## src/nvsram_host_cfg.svh

```systemverilog
// Purpose: Constants for the nonvolatile SRAM host controller.
// Assumes: 10 MHz clock, 100 ns period.
// Notes:   Bus phase lengths are whole clock cycles.
`ifndef NVSRAM_HOST_CFG_SVH
`define NVSRAM_HOST_CFG_SVH
`define ADDR_W          15
`define DATA_W          8
`define CLK_PERIOD_NS   100
`define SETUP_NS        100
`define STROBE_NS       200
`define SAVE_PULSE_NS   500
`define BUSY_WAIT_NS    1000
`define SETUP_CYC       ((`SETUP_NS + `CLK_PERIOD_NS - 1) / `CLK_PERIOD_NS)
`define STROBE_CYC      ((`STROBE_NS + `CLK_PERIOD_NS - 1) / `CLK_PERIOD_NS)
`define SAVE_PULSE_CYC  ((`SAVE_PULSE_NS + `CLK_PERIOD_NS - 1) / `CLK_PERIOD_NS)
`define BUSY_WAIT_CYC   ((`BUSY_WAIT_NS + `CLK_PERIOD_NS - 1) / `CLK_PERIOD_NS)
`define CNT_W           8
`define CNT_ZERO        8'h00
`define ADDR_ZERO       15'h0000
`define DATA_ZERO       8'h00
`endif

```

## src/nvsram_host_pkg.sv

```systemverilog
// Purpose: Types for the nonvolatile SRAM host controller.
// Assumes: Constants come from nvsram_host_cfg.svh.
// Notes:   None.
`default_nettype none
package nvsram_host_pkg;
  typedef enum logic [2:0] {
    ST_IDLE, ST_SETUP, ST_STROBE, ST_HOLD, ST_SAVE, ST_BUSY
  } host_state_e;
endpackage
`default_nettype wire

```

## src/pin_sync_if.sv

```systemverilog
// Purpose: Carries synchronised pin levels between host modules.
// Assumes: Single clock domain.
// Notes:   None.
`include "nvsram_host_cfg.svh"
`default_nettype none
interface pin_sync_if;
  logic [`DATA_W-1:0] data_sync;
  logic               busy_n_sync;
  modport src (output data_sync, output busy_n_sync);
  modport dst (input data_sync, input busy_n_sync);
endinterface
`default_nettype wire

```

## src/pin_sync.sv

```systemverilog
// Purpose: Two-flop synchronisers for the pins read back from the memory.
// Assumes: Pins are asynchronous to clk_in.
// Notes:   First stage feeds only the second stage.
`include "nvsram_host_cfg.svh"
`default_nettype none
module pin_sync (
  input  wire logic               clk_in,
  input  wire logic               rst_n_in,
  input  wire logic [`DATA_W-1:0] data_pin_in,
  input  wire logic               busy_n_pin_in,
  pin_sync_if.src                 sync_out
);
  logic [`DATA_W:0] meta_ff;
  logic [`DATA_W:0] stab_ff;
  logic [`DATA_W:0] nxt_meta;
  logic [`DATA_W:0] nxt_stab;

  always_comb begin
    nxt_meta = {busy_n_pin_in, data_pin_in};
    nxt_stab = meta_ff;
  end

  // Busy pin idles high, so reset to released
  always_ff @(posedge clk_in or negedge rst_n_in) begin
    if (!rst_n_in) begin
      meta_ff <= {1'b1, `DATA_ZERO};
      stab_ff <= {1'b1, `DATA_ZERO};
    end else begin
      meta_ff <= nxt_meta;
      stab_ff <= nxt_stab;
    end
  end

  assign sync_out.data_sync   = stab_ff[`DATA_W-1:0];
  assign sync_out.busy_n_sync = stab_ff[`DATA_W];
endmodule
`default_nettype wire

```

## src/nvsram_host.sv

```systemverilog
// Purpose: Host controller driving a byte-wide nonvolatile SRAM over its pins.
// Assumes: 10 MHz clock; memory timing far faster than one clock period.
// Notes:   One request at a time; software store/recall sequences are not generated.
// Overview of operation
// [RULE_01] Each 15-bit byte address names one of 32,768 byte locations.
// [RULE_02] One two-way 8-bit data bus carries both write and read data.
// [RULE_03] The memory answers only while chip select is low, which the host drives.
// [RULE_04] Write data is stored at the address presented when chip select falls.
// [RULE_05] The memory drives data only while output drive is low.
// [RULE_06] The memory holds the busy pin low for the whole of a save.
// [RULE_07] Pulling the busy pin low starts a save; it idles high by a weak pull-up.
// [RULE_08] The memory saves its whole array on power loss by itself.
// [RULE_09] The memory restores its array at power-up before normal accesses.
// [RULE_10] Save and restore may also be requested under software control; the host only requests saves, via save_req_in, by pulling the busy pin.
// [RULE_11] Write strobe and busy stay high in reads; write strobe is low in writes.
// [RULE_12] Accesses during a save or restore are ignored by the memory.
`include "nvsram_host_cfg.svh"
`default_nettype none
module nvsram_host
  import nvsram_host_pkg::*;
(
  input  wire logic               clk_in,
  input  wire logic               rst_n_in,
  input  wire logic               req_valid_in,
  input  wire logic               req_write_in,
  input  wire logic [`ADDR_W-1:0] req_addr_in,
  input  wire logic [`DATA_W-1:0] req_wdata_in,
  input  wire logic               save_req_in,
  output logic                    req_ready_out,
  output logic                    rsp_valid_out,
  output logic [`DATA_W-1:0]      rsp_rdata_out,
  output logic                    mem_busy_out,
  output logic [`ADDR_W-1:0]      byte_address_out,
  output logic                    chip_select_n_out,
  output logic                    write_strobe_n_out,
  output logic                    output_drive_n_out,
  input  wire logic [`DATA_W-1:0] data_lines_in,
  output logic [`DATA_W-1:0]      data_lines_out,
  output logic                    data_lines_oe_n_out,
  input  wire logic               hw_save_busy_n_in,
  output logic                    hw_save_busy_n_out,
  output logic                    hw_save_busy_n_oe_n_out
);
  pin_sync_if sync_bus ();

  pin_sync u_pin_sync (
    .clk_in        (clk_in),
    .rst_n_in      (rst_n_in),
    .data_pin_in   (data_lines_in),
    .busy_n_pin_in (hw_save_busy_n_in),
    .sync_out      (sync_bus.src)
  );

  host_state_e        state_ff,  nxt_state;
  logic [`CNT_W-1:0]  cnt_ff,    nxt_cnt;
  logic               write_ff,  nxt_write;
  logic [`ADDR_W-1:0] addr_ff,   nxt_addr;
  logic [`DATA_W-1:0] wdata_ff,  nxt_wdata;
  logic [`DATA_W-1:0] rdata_ff,  nxt_rdata;
  logic               rsp_ff,    nxt_rsp;
  logic               cs_n_ff,   nxt_cs_n;
  logic               we_n_ff,   nxt_we_n;
  logic               oe_n_ff,   nxt_oe_n;
  logic               dq_oe_n_ff, nxt_dq_oe_n;
  logic               pull_ff,   nxt_pull;

  function automatic logic [`CNT_W-1:0] cyc(input int n);
    cyc = (n < 1) ? `CNT_W'(1) : `CNT_W'(n);
  endfunction

  // Counter decode shared by the setup, strobe and save phases
  function automatic logic last_cycle(input logic [`CNT_W-1:0] c);
    last_cycle = (c == `CNT_W'(1));
  endfunction

  // Memory busy: restoring after power-up or saving pulls the pin low
  logic mem_busy;
  assign mem_busy = !sync_bus.busy_n_sync;

  always_comb begin
    nxt_state   = state_ff;
    nxt_cnt     = cnt_ff;
    nxt_write   = write_ff;
    nxt_addr    = addr_ff;
    nxt_wdata   = wdata_ff;
    nxt_rdata   = rdata_ff;
    nxt_rsp     = 1'b0;
    nxt_cs_n    = cs_n_ff;
    nxt_we_n    = we_n_ff;
    nxt_oe_n    = oe_n_ff;
    nxt_dq_oe_n = dq_oe_n_ff;
    nxt_pull    = pull_ff;
    case (state_ff)
      ST_IDLE: begin
        nxt_cs_n    = 1'b1;
        nxt_we_n    = 1'b1;
        nxt_oe_n    = 1'b1;
        nxt_dq_oe_n = 1'b1;
        // [RULE_07] Start save by pulling
        if (save_req_in) begin
          // [RULE_10] Save on request
          nxt_pull  = 1'b1;
          nxt_cnt   = cyc(`SAVE_PULSE_CYC);
          nxt_state = ST_SAVE;
        // [RULE_12] Hold accesses while busy
        end else if (req_valid_in && !mem_busy) begin
          nxt_write = req_write_in;
          // [RULE_01] Latch full address
          nxt_addr  = req_addr_in;
          nxt_wdata = req_wdata_in;
          nxt_cnt   = cyc(`SETUP_CYC);
          nxt_state = ST_SETUP;
        end
      end
      ST_SETUP: begin
        // [RULE_04] Address stable before select
        if (last_cycle(cnt_ff)) begin
          // [RULE_03] Select the part
          nxt_cs_n    = 1'b0;
          // [RULE_11] Strobe low only on writes
          nxt_we_n    = !write_ff;
          // [RULE_05] Enable outputs on reads
          nxt_oe_n    = write_ff;
          // [RULE_02] Drive bus on writes
          nxt_dq_oe_n = !write_ff;
          nxt_cnt     = cyc(`STROBE_CYC);
          nxt_state   = ST_STROBE;
        end else begin
          nxt_cnt = cnt_ff - `CNT_W'(1);
        end
      end
      ST_STROBE: begin
        if (last_cycle(cnt_ff)) begin
          nxt_cs_n  = 1'b1;
          nxt_we_n  = 1'b1;
          nxt_oe_n  = 1'b1;
          nxt_state = ST_HOLD;
        end else begin
          nxt_cnt = cnt_ff - `CNT_W'(1);
        end
      end
      ST_HOLD: begin
        // Sync stages now hold data taken while the part still drove it;
        // sampling a cycle earlier would catch the bus before it settled
        if (!write_ff) begin
          nxt_rdata = sync_bus.data_sync;
        end
        // Keep write data one cycle past strobe release for hold time
        nxt_dq_oe_n = 1'b1;
        nxt_rsp     = 1'b1;
        nxt_state   = ST_IDLE;
      end
      ST_SAVE: begin
        if (last_cycle(cnt_ff)) begin
          nxt_pull  = 1'b0;
          nxt_cnt   = cyc(`BUSY_WAIT_CYC);
          nxt_state = ST_BUSY;
        end else begin
          nxt_cnt = cnt_ff - `CNT_W'(1);
        end
      end
      ST_BUSY: begin
        // [RULE_06] Wait for busy release
        if (cnt_ff != `CNT_ZERO) begin
          nxt_cnt = cnt_ff - `CNT_W'(1);
        end else if (!mem_busy) begin
          nxt_state = ST_IDLE;
        end
      end
      default: begin
        nxt_state = ST_IDLE;
      end
    endcase
  end

  always_ff @(posedge clk_in or negedge rst_n_in) begin
    if (!rst_n_in) begin
      state_ff   <= ST_IDLE;
      cnt_ff     <= `CNT_ZERO;
      write_ff   <= 1'b0;
      addr_ff    <= `ADDR_ZERO;
      wdata_ff   <= `DATA_ZERO;
      rdata_ff   <= `DATA_ZERO;
      rsp_ff     <= 1'b0;
      cs_n_ff    <= 1'b1;
      we_n_ff    <= 1'b1;
      oe_n_ff    <= 1'b1;
      dq_oe_n_ff <= 1'b1;
      pull_ff    <= 1'b0;
    end else begin
      state_ff   <= nxt_state;
      cnt_ff     <= nxt_cnt;
      write_ff   <= nxt_write;
      addr_ff    <= nxt_addr;
      wdata_ff   <= nxt_wdata;
      rdata_ff   <= nxt_rdata;
      rsp_ff     <= nxt_rsp;
      cs_n_ff    <= nxt_cs_n;
      we_n_ff    <= nxt_we_n;
      oe_n_ff    <= nxt_oe_n;
      dq_oe_n_ff <= nxt_dq_oe_n;
      pull_ff    <= nxt_pull;
    end
  end

  assign req_ready_out           = (state_ff == ST_IDLE) && !save_req_in && !mem_busy;
  assign rsp_valid_out           = rsp_ff;
  assign rsp_rdata_out           = rdata_ff;
  assign mem_busy_out            = mem_busy;
  assign byte_address_out        = addr_ff;
  assign chip_select_n_out       = cs_n_ff;
  assign write_strobe_n_out      = we_n_ff;
  assign output_drive_n_out      = oe_n_ff;
  assign data_lines_out          = wdata_ff;
  assign data_lines_oe_n_out     = dq_oe_n_ff;
  // Open drain: only ever drive low
  assign hw_save_busy_n_out      = 1'b0;
  assign hw_save_busy_n_oe_n_out = !pull_ff;
endmodule
`default_nettype wire

```

## config.mk

```make
export PLATFORM = sky130hd
export DESIGN_NAME = nvsram_host
export DESIGN_NICKNAME = d
export VERILOG_FILES = /design/src/nvsram_host_pkg.sv /design/src/pin_sync_if.sv /design/src/pin_sync.sv /design/src/nvsram_host.sv
export VERILOG_INCLUDE_DIRS = /design/src
export SDC_FILE = /design/constraint.sdc
export NUM_CORES = 1
export LEC_CHECK = 0
export BUFFER_PORTS_ARGS = -buffer_cell sky130_fd_sc_hd__buf_2
export CORE_MARGIN = 5
export CORE_UTILIZATION = 41
export CTS_CLUSTER_DIAMETER = 60
export DETAILED_ROUTE_END_ITERATION = 16
export PLACE_DENSITY_LB_ADDON = 0.2
export SLEW_MARGIN = 25
export SYNTH_ARGS = -nofsm -noshare
export SYNTH_HDL_FRONTEND = slang
export SYNTH_SLANG_ARGS = --single-unit
```

## constraint.sdc

```tcl
create_clock -name clk_in -period 1.9 [get_ports clk_in]
set_input_delay 0.095 -clock clk_in [delete_from_list [all_inputs] [get_ports clk_in]]
set_output_delay 0.095 -clock clk_in [all_outputs]
set_load 0.01 [all_outputs]
```

# == After elaboration in Yosys (flattened, before gate mapping) ==
# Index checks and enable logic that the tools add are counted.
# word_totals
ff_bits,67
inputBits,37
output_inout_bits,40
word_cells,79
# classes
n_addsub,1
eq_ne,15
n_mux,26
n_bitwise,2
reduce_logical,21
# op_table
op,n
$mux W8,6
$pmux W8 S5,1
$mux W3,7
$pmux W3 S5,1
$ne A2 B2 Y1 const B,7
$pmux W1 S3,3
$reduce_and A3 Y1,3
$eq A8 B1 Y1 const B,1
$reduce_bool A8 Y1,1
$sub A8 B1 Y8 const B,1
$eq A3 B2 Y1 const B,2
$eq A3 B3 Y1 const B,2
$mux W1,6
$reduce_and A6 Y1,1
$reduce_bool A5 Y1,1
$logic_not A1 Y1,4
$pmux W1 S2,2
$reduce_and A2 Y1,2
$reduce_and A4 Y1,1
$reduce_bool A2 Y1,2
$eq A3 B1 Y1 const B,1
$logic_and A1 B1 Y1,3
$logic_not A3 Y1,1
$ne A3 B3 Y1 const B,1
4 further kinds,5

# == Logic depth before layout (Yosys ltp) ==
# logic_depth
depth_word,4
mapped_depth,8
mapped_depth_nobuf,7

# == Cells and area by module ==
# Synthesis repeated with hierarchy kept, for this count alone.
# unflattened
hier_cells,218
area_unflattened_um2,2797.7
# by_module_without_submodules
mod,n_inst,cells_each,area_per_inst_um2,seq_area_each_um2
nvsram_host,1,200,2344.7,1231.2
pin_sync,1,18,452.9,452.9

# == Worst setup path before layout ==
# Ideal clock, no wire load.
# synth_path
path_type,reg2reg
start,register cnt_ff[0]
end,register cnt_ff[0]
setup_ps,124
arrival_time_ps,1739
t_required_ps,1776
setup_slack_ps,37
path_stages_with_launch,9
n_path_buf,1
period_less_slack_ps,1863
path_cell_list,dfrtp_1 > inv_1 > ha_1 > inv_1 > a2bb2o_4 > a311o_4 > buf_12 > a211oi_2 > a21oi_2
# synth_via
elab_chain_cells,3
word_cells_on_any_way,11
cone_classes,add/sub: 1; eq/ne: 3; mux: 5; reduce/logical: 2
# synth_rtl
item,line_no,rtl
"start, declared",nvsram_host.sv:55,"logic [`CNT_W-1:0] cnt_ff, nxt_cnt;"
"start signal, assigned",nvsram_host.sv:179,cnt_ff <= `CNT_ZERO;
"start signal, assigned",nvsram_host.sv:192,cnt_ff <= nxt_cnt;
$sub A8 B1 Y8 (tied with other cells),n/a,
$mux W8 (tied with other cells),nvsram_host.sv:164,if (cnt_ff != `CNT_ZERO) begin
$pmux W8 S5 / $reduce_and A4 Y1 (equally long branches),n/a,
# Several ways; a longest one is shown, not always the timed one. The select of a mux whose other input is x is not followed.
# A chain may end at the register's enable or synchronous reset.

# == Worst setup path after layout ==
# layout_path
start,register state_ff[2]
end,register wdata_ff[1] (netlist: data_lines_out[1])
# layout_via
elab_chain_cells,2
# layout_rtl
item,line_no,rtl
"start, declared",nvsram_host.sv:54,"host_state_e state_ff, nxt_state;"
"start signal, assigned",nvsram_host.sv:191,state_ff <= nxt_state;
$logic_not A3 Y1,nvsram_host.sv:93,case (state_ff)
$reduce_and A3 Y1 (no source line),n/a,
"end signal, assigned",nvsram_host.sv:182,wdata_ff <= `DATA_ZERO;
"end signal, assigned",nvsram_host.sv:195,wdata_ff <= nxt_wdata;
"end, declared",nvsram_host.sv:58,"logic [`DATA_W-1:0] wdata_ff, nxt_wdata;"
# Every way passes these cells.

==> metrics.txt <==
Peak Freq ~0.54 GHz; Worst Path Required 2.12 ns; status finished clean; drt total wl between 6000 and 7000 µm; Hold Crit Class primary input to register; post-synthesis area per instance 13.4 µm²; Min Clock Period, post-route between 1.5 and 2 ns; Die Span Y between 90 and 100 µm; Final Hold Viols 0; worst-path fanout max 18; arrival time worst endpoint around 2 ns; DP Wirelength between 4000 and 5000 µm; first-pass GRT wire length 10900 µm; CP peak stage delay 0.61 ns; final instance area 4120 µm²; cells along the critical path or4_4, nor2_8, buf_12, mux2_2; DR vias between 2k and 2.5k; Num CTS Buffers 9; DR WL/cell between 10 and 15 µm; Buf/Inv on CP 1; nets 394; Core ar. slightly below 7000 µm²; area grow syn2layout 41.1%; Power Total between 5 and 6 mW; vias in the first global route 2319; final clock skew 0.0107 ns; Final Util 60.0%; share of cells above drive strength 1 roughly 50%; die area around 9000 µm²; pwr/cell area roughly 1300 nW/µm²; Die W between 90 and 100 µm; final hold slack between 0.09 and 0.1 ns; Crit path depth 4; Clock transition at path regs about 0.070 ns; clk_lat worst skew roughly 0.34 ns; Final Cycle Share a little over nine tenths; # rows 30; residual DRC count 0; Synth Instances about 220; n_diodes 0; Placed Area between 3000 and 4000 µm²; Synth Register Bits 67; synthesized cell area a little under 3000 µm²; Reg2Reg Depth 4; IO Pins 77; final setup violation count 0; antenna-violating nets left 0; post-synthesis sequential area ratio between 50% and 60%; initial antenna violation count 0; Initial Util between 40% and 50%; Primary FF master, synth dfrtp_1; synth warn 0; largest net degree at the start of global routing around 70; ys async rst share 100%; CP delay by family, top simple AND/OR/NAND/NOR gates; final-report max-slew violation count 0; critical path launch point type register; Global Route Usage Sum between 15 and 20%; number of flops mapped to enable cells by yosys 0; Clock Sinks 67; CP max stage cell or4_4; I/O Buffers between 70 and 80; VDD IR max about 600 µV; Iter 0 DRT Violations 110; critical path type register to register; library cells used by synthesis around 50; DR pass1 iterations 4; Clock H-tree levels 3; CP Capture Type register; Bufs on Longest Clock Path 2; Pleak 2.05 nW; CTS tree done; GR Overflow Total 0; syn_nets between 200 and 300; max_cap viols 0; Via density ~4.8; hold path depth 3; Clk Tree Root Cell clkbuf_8; Fin Setup TNS 0 ns; RePlAce Congestion 0.791
==> power breakdown <==
part / internal (mW) / switching (mW) / total (mW)
clock: 0.641 / 0.525 / 1.17
sequential: 1.77 / 0.215 / 1.99
combinational: 1.00 / 1.01 / 2.01
total: 3.41 / 1.75 / 5.17
==> final timing paths <==
check                      slack [ns]                               to                            start
hold reg to reg                  0.35  u_pin_sync.stab_ff[3]$_DFF_PN0_  u_pin_sync.meta_ff[3]$_DFF_PN0_
setup reg to reg                 0.06    data_lines_out[1]$_DFFE_PN0P_          state_ff[2]$_DFFE_PN0P_
setup / recovery                 0.06    data_lines_out[1]$_DFFE_PN0P_          state_ff[2]$_DFFE_PN0P_
hold / removal                   0.09          state_ff[2]$_DFFE_PN0P_                      save_req_in
min in group asynchronous        0.29            cnt_ff[4]$_DFFE_PN0P_                         rst_n_in
max in group asynchronous        1.27  data_lines_oe_n_out$_DFFE_PN1P_                         rst_n_in
==> layer usage <==
layer	track usage [%]	up-vias	wire length, µm	part of all wire [%]
li1	-	1048	-	-
met1	19.5	1073	2810	43
met2	25.7	54	3270	50
met3	4.38	10	377	5.7
met4	6.38	0	112	1.7
met5	0	-	0	0
==> synth_stat cells, types with 2 or more instances <==
master	n	share of area [%]
o22ai_2	4	1.7
ha_1	2	0.86
dfrtp_1	61	52
dfstp_2	6	5.4
nand2_1	7	0.90
a21oi_1	9	1.5
nor2_1	20	2.6
inv_1	13	1.7
mux2_2	31	12
nor4_4	2	1.5
buf_6	5	1.9
nand3_1	7	1.2
nor3_1	2	0.34
a31oi_1	3	0.64
a211oi_1	2	0.51
o22ai_1	3	0.64
a21oi_2	6	1.8
xnor2_1	2	0.60
==> cell type report <==
type / instances / area, µm²
repair buffers: 134 / 953
multi-input cells: 129 / 1110
inverters: 14 / 52.6
flip-flops and latches: 67 / 1690
clock inverters: 4 / 50.0
clock buffers: 12 / 145
fillers: 561 / 2750
well taps: 96 / 120
==> logic make-up after synthesis <==
logic type | share of synthesized area, %
AOI/OAI and AO/OA | 12.7
xor gates and xnor gates | 0.600
adders and majority gates | 0.857
buffers and inverters | 4.97
DFF | 57.7
muxes | 12.3
other | 0.128
and+or+nand+nor | 10.7
==> sequential cells by signal, summed over array words and instances, names as in the netlist <==
signal	flops
rsp_valid_out	1
u_pin_sync.stab_ff	9
pull_ff	1
write_ff	1
output_drive_n_out	1
data_lines_out	8
cnt_ff	8
data_lines_oe_n_out	1
rsp_rdata_out	8
byte_address_out	15
write_strobe_n_out	1
u_pin_sync.meta_ff	9
chip_select_n_out	1
state_ff	3
==> worst min-delay path: cells and delay by family <==
family	cells	cell delay, ns
AOI/OAI and AO/OA	1	0.05
buffers and inverters	1	0.15
and+or+nand+nor	1	0.10
==> metrics by stage <==
step | std cells | setup slack, ns
4_1_cts | 450 | 0.0361
3_3_place_gp | 400 | 0.0598
5_1_grt | 456 | -0.00807
3_5_place_dp | 400 | 0.0140
2_1_floorplan | 218 | 0.0367
6_report | 456 | 0.0637
==> layout by cell type (no fill, tap or decap), types with 6 or more instances in the layout <==
cell           instances
buf_2                 75
dfrtp_1               59
dlygate4sd3_1         34
mux2_2                31
buf_4                 21
nor2_1                20
inv_1                 13
clkbuf_8              10
a21oi_1                9
nand3_1                7
nand2_1                7
a21oi_2                6
dfstp_2                6
==> repair_timing <==
item,4_1_cts,5_1_grt
cloned,0,1
buffers inserted,0,5
endpoints found under the hold margin,94,0
resized for setup,0,4
endpoints found under the setup margin,1,17
hold buffers,34,0
pin swaps,1,4
No activity file was read; power rests on OpenSTA's default activity.
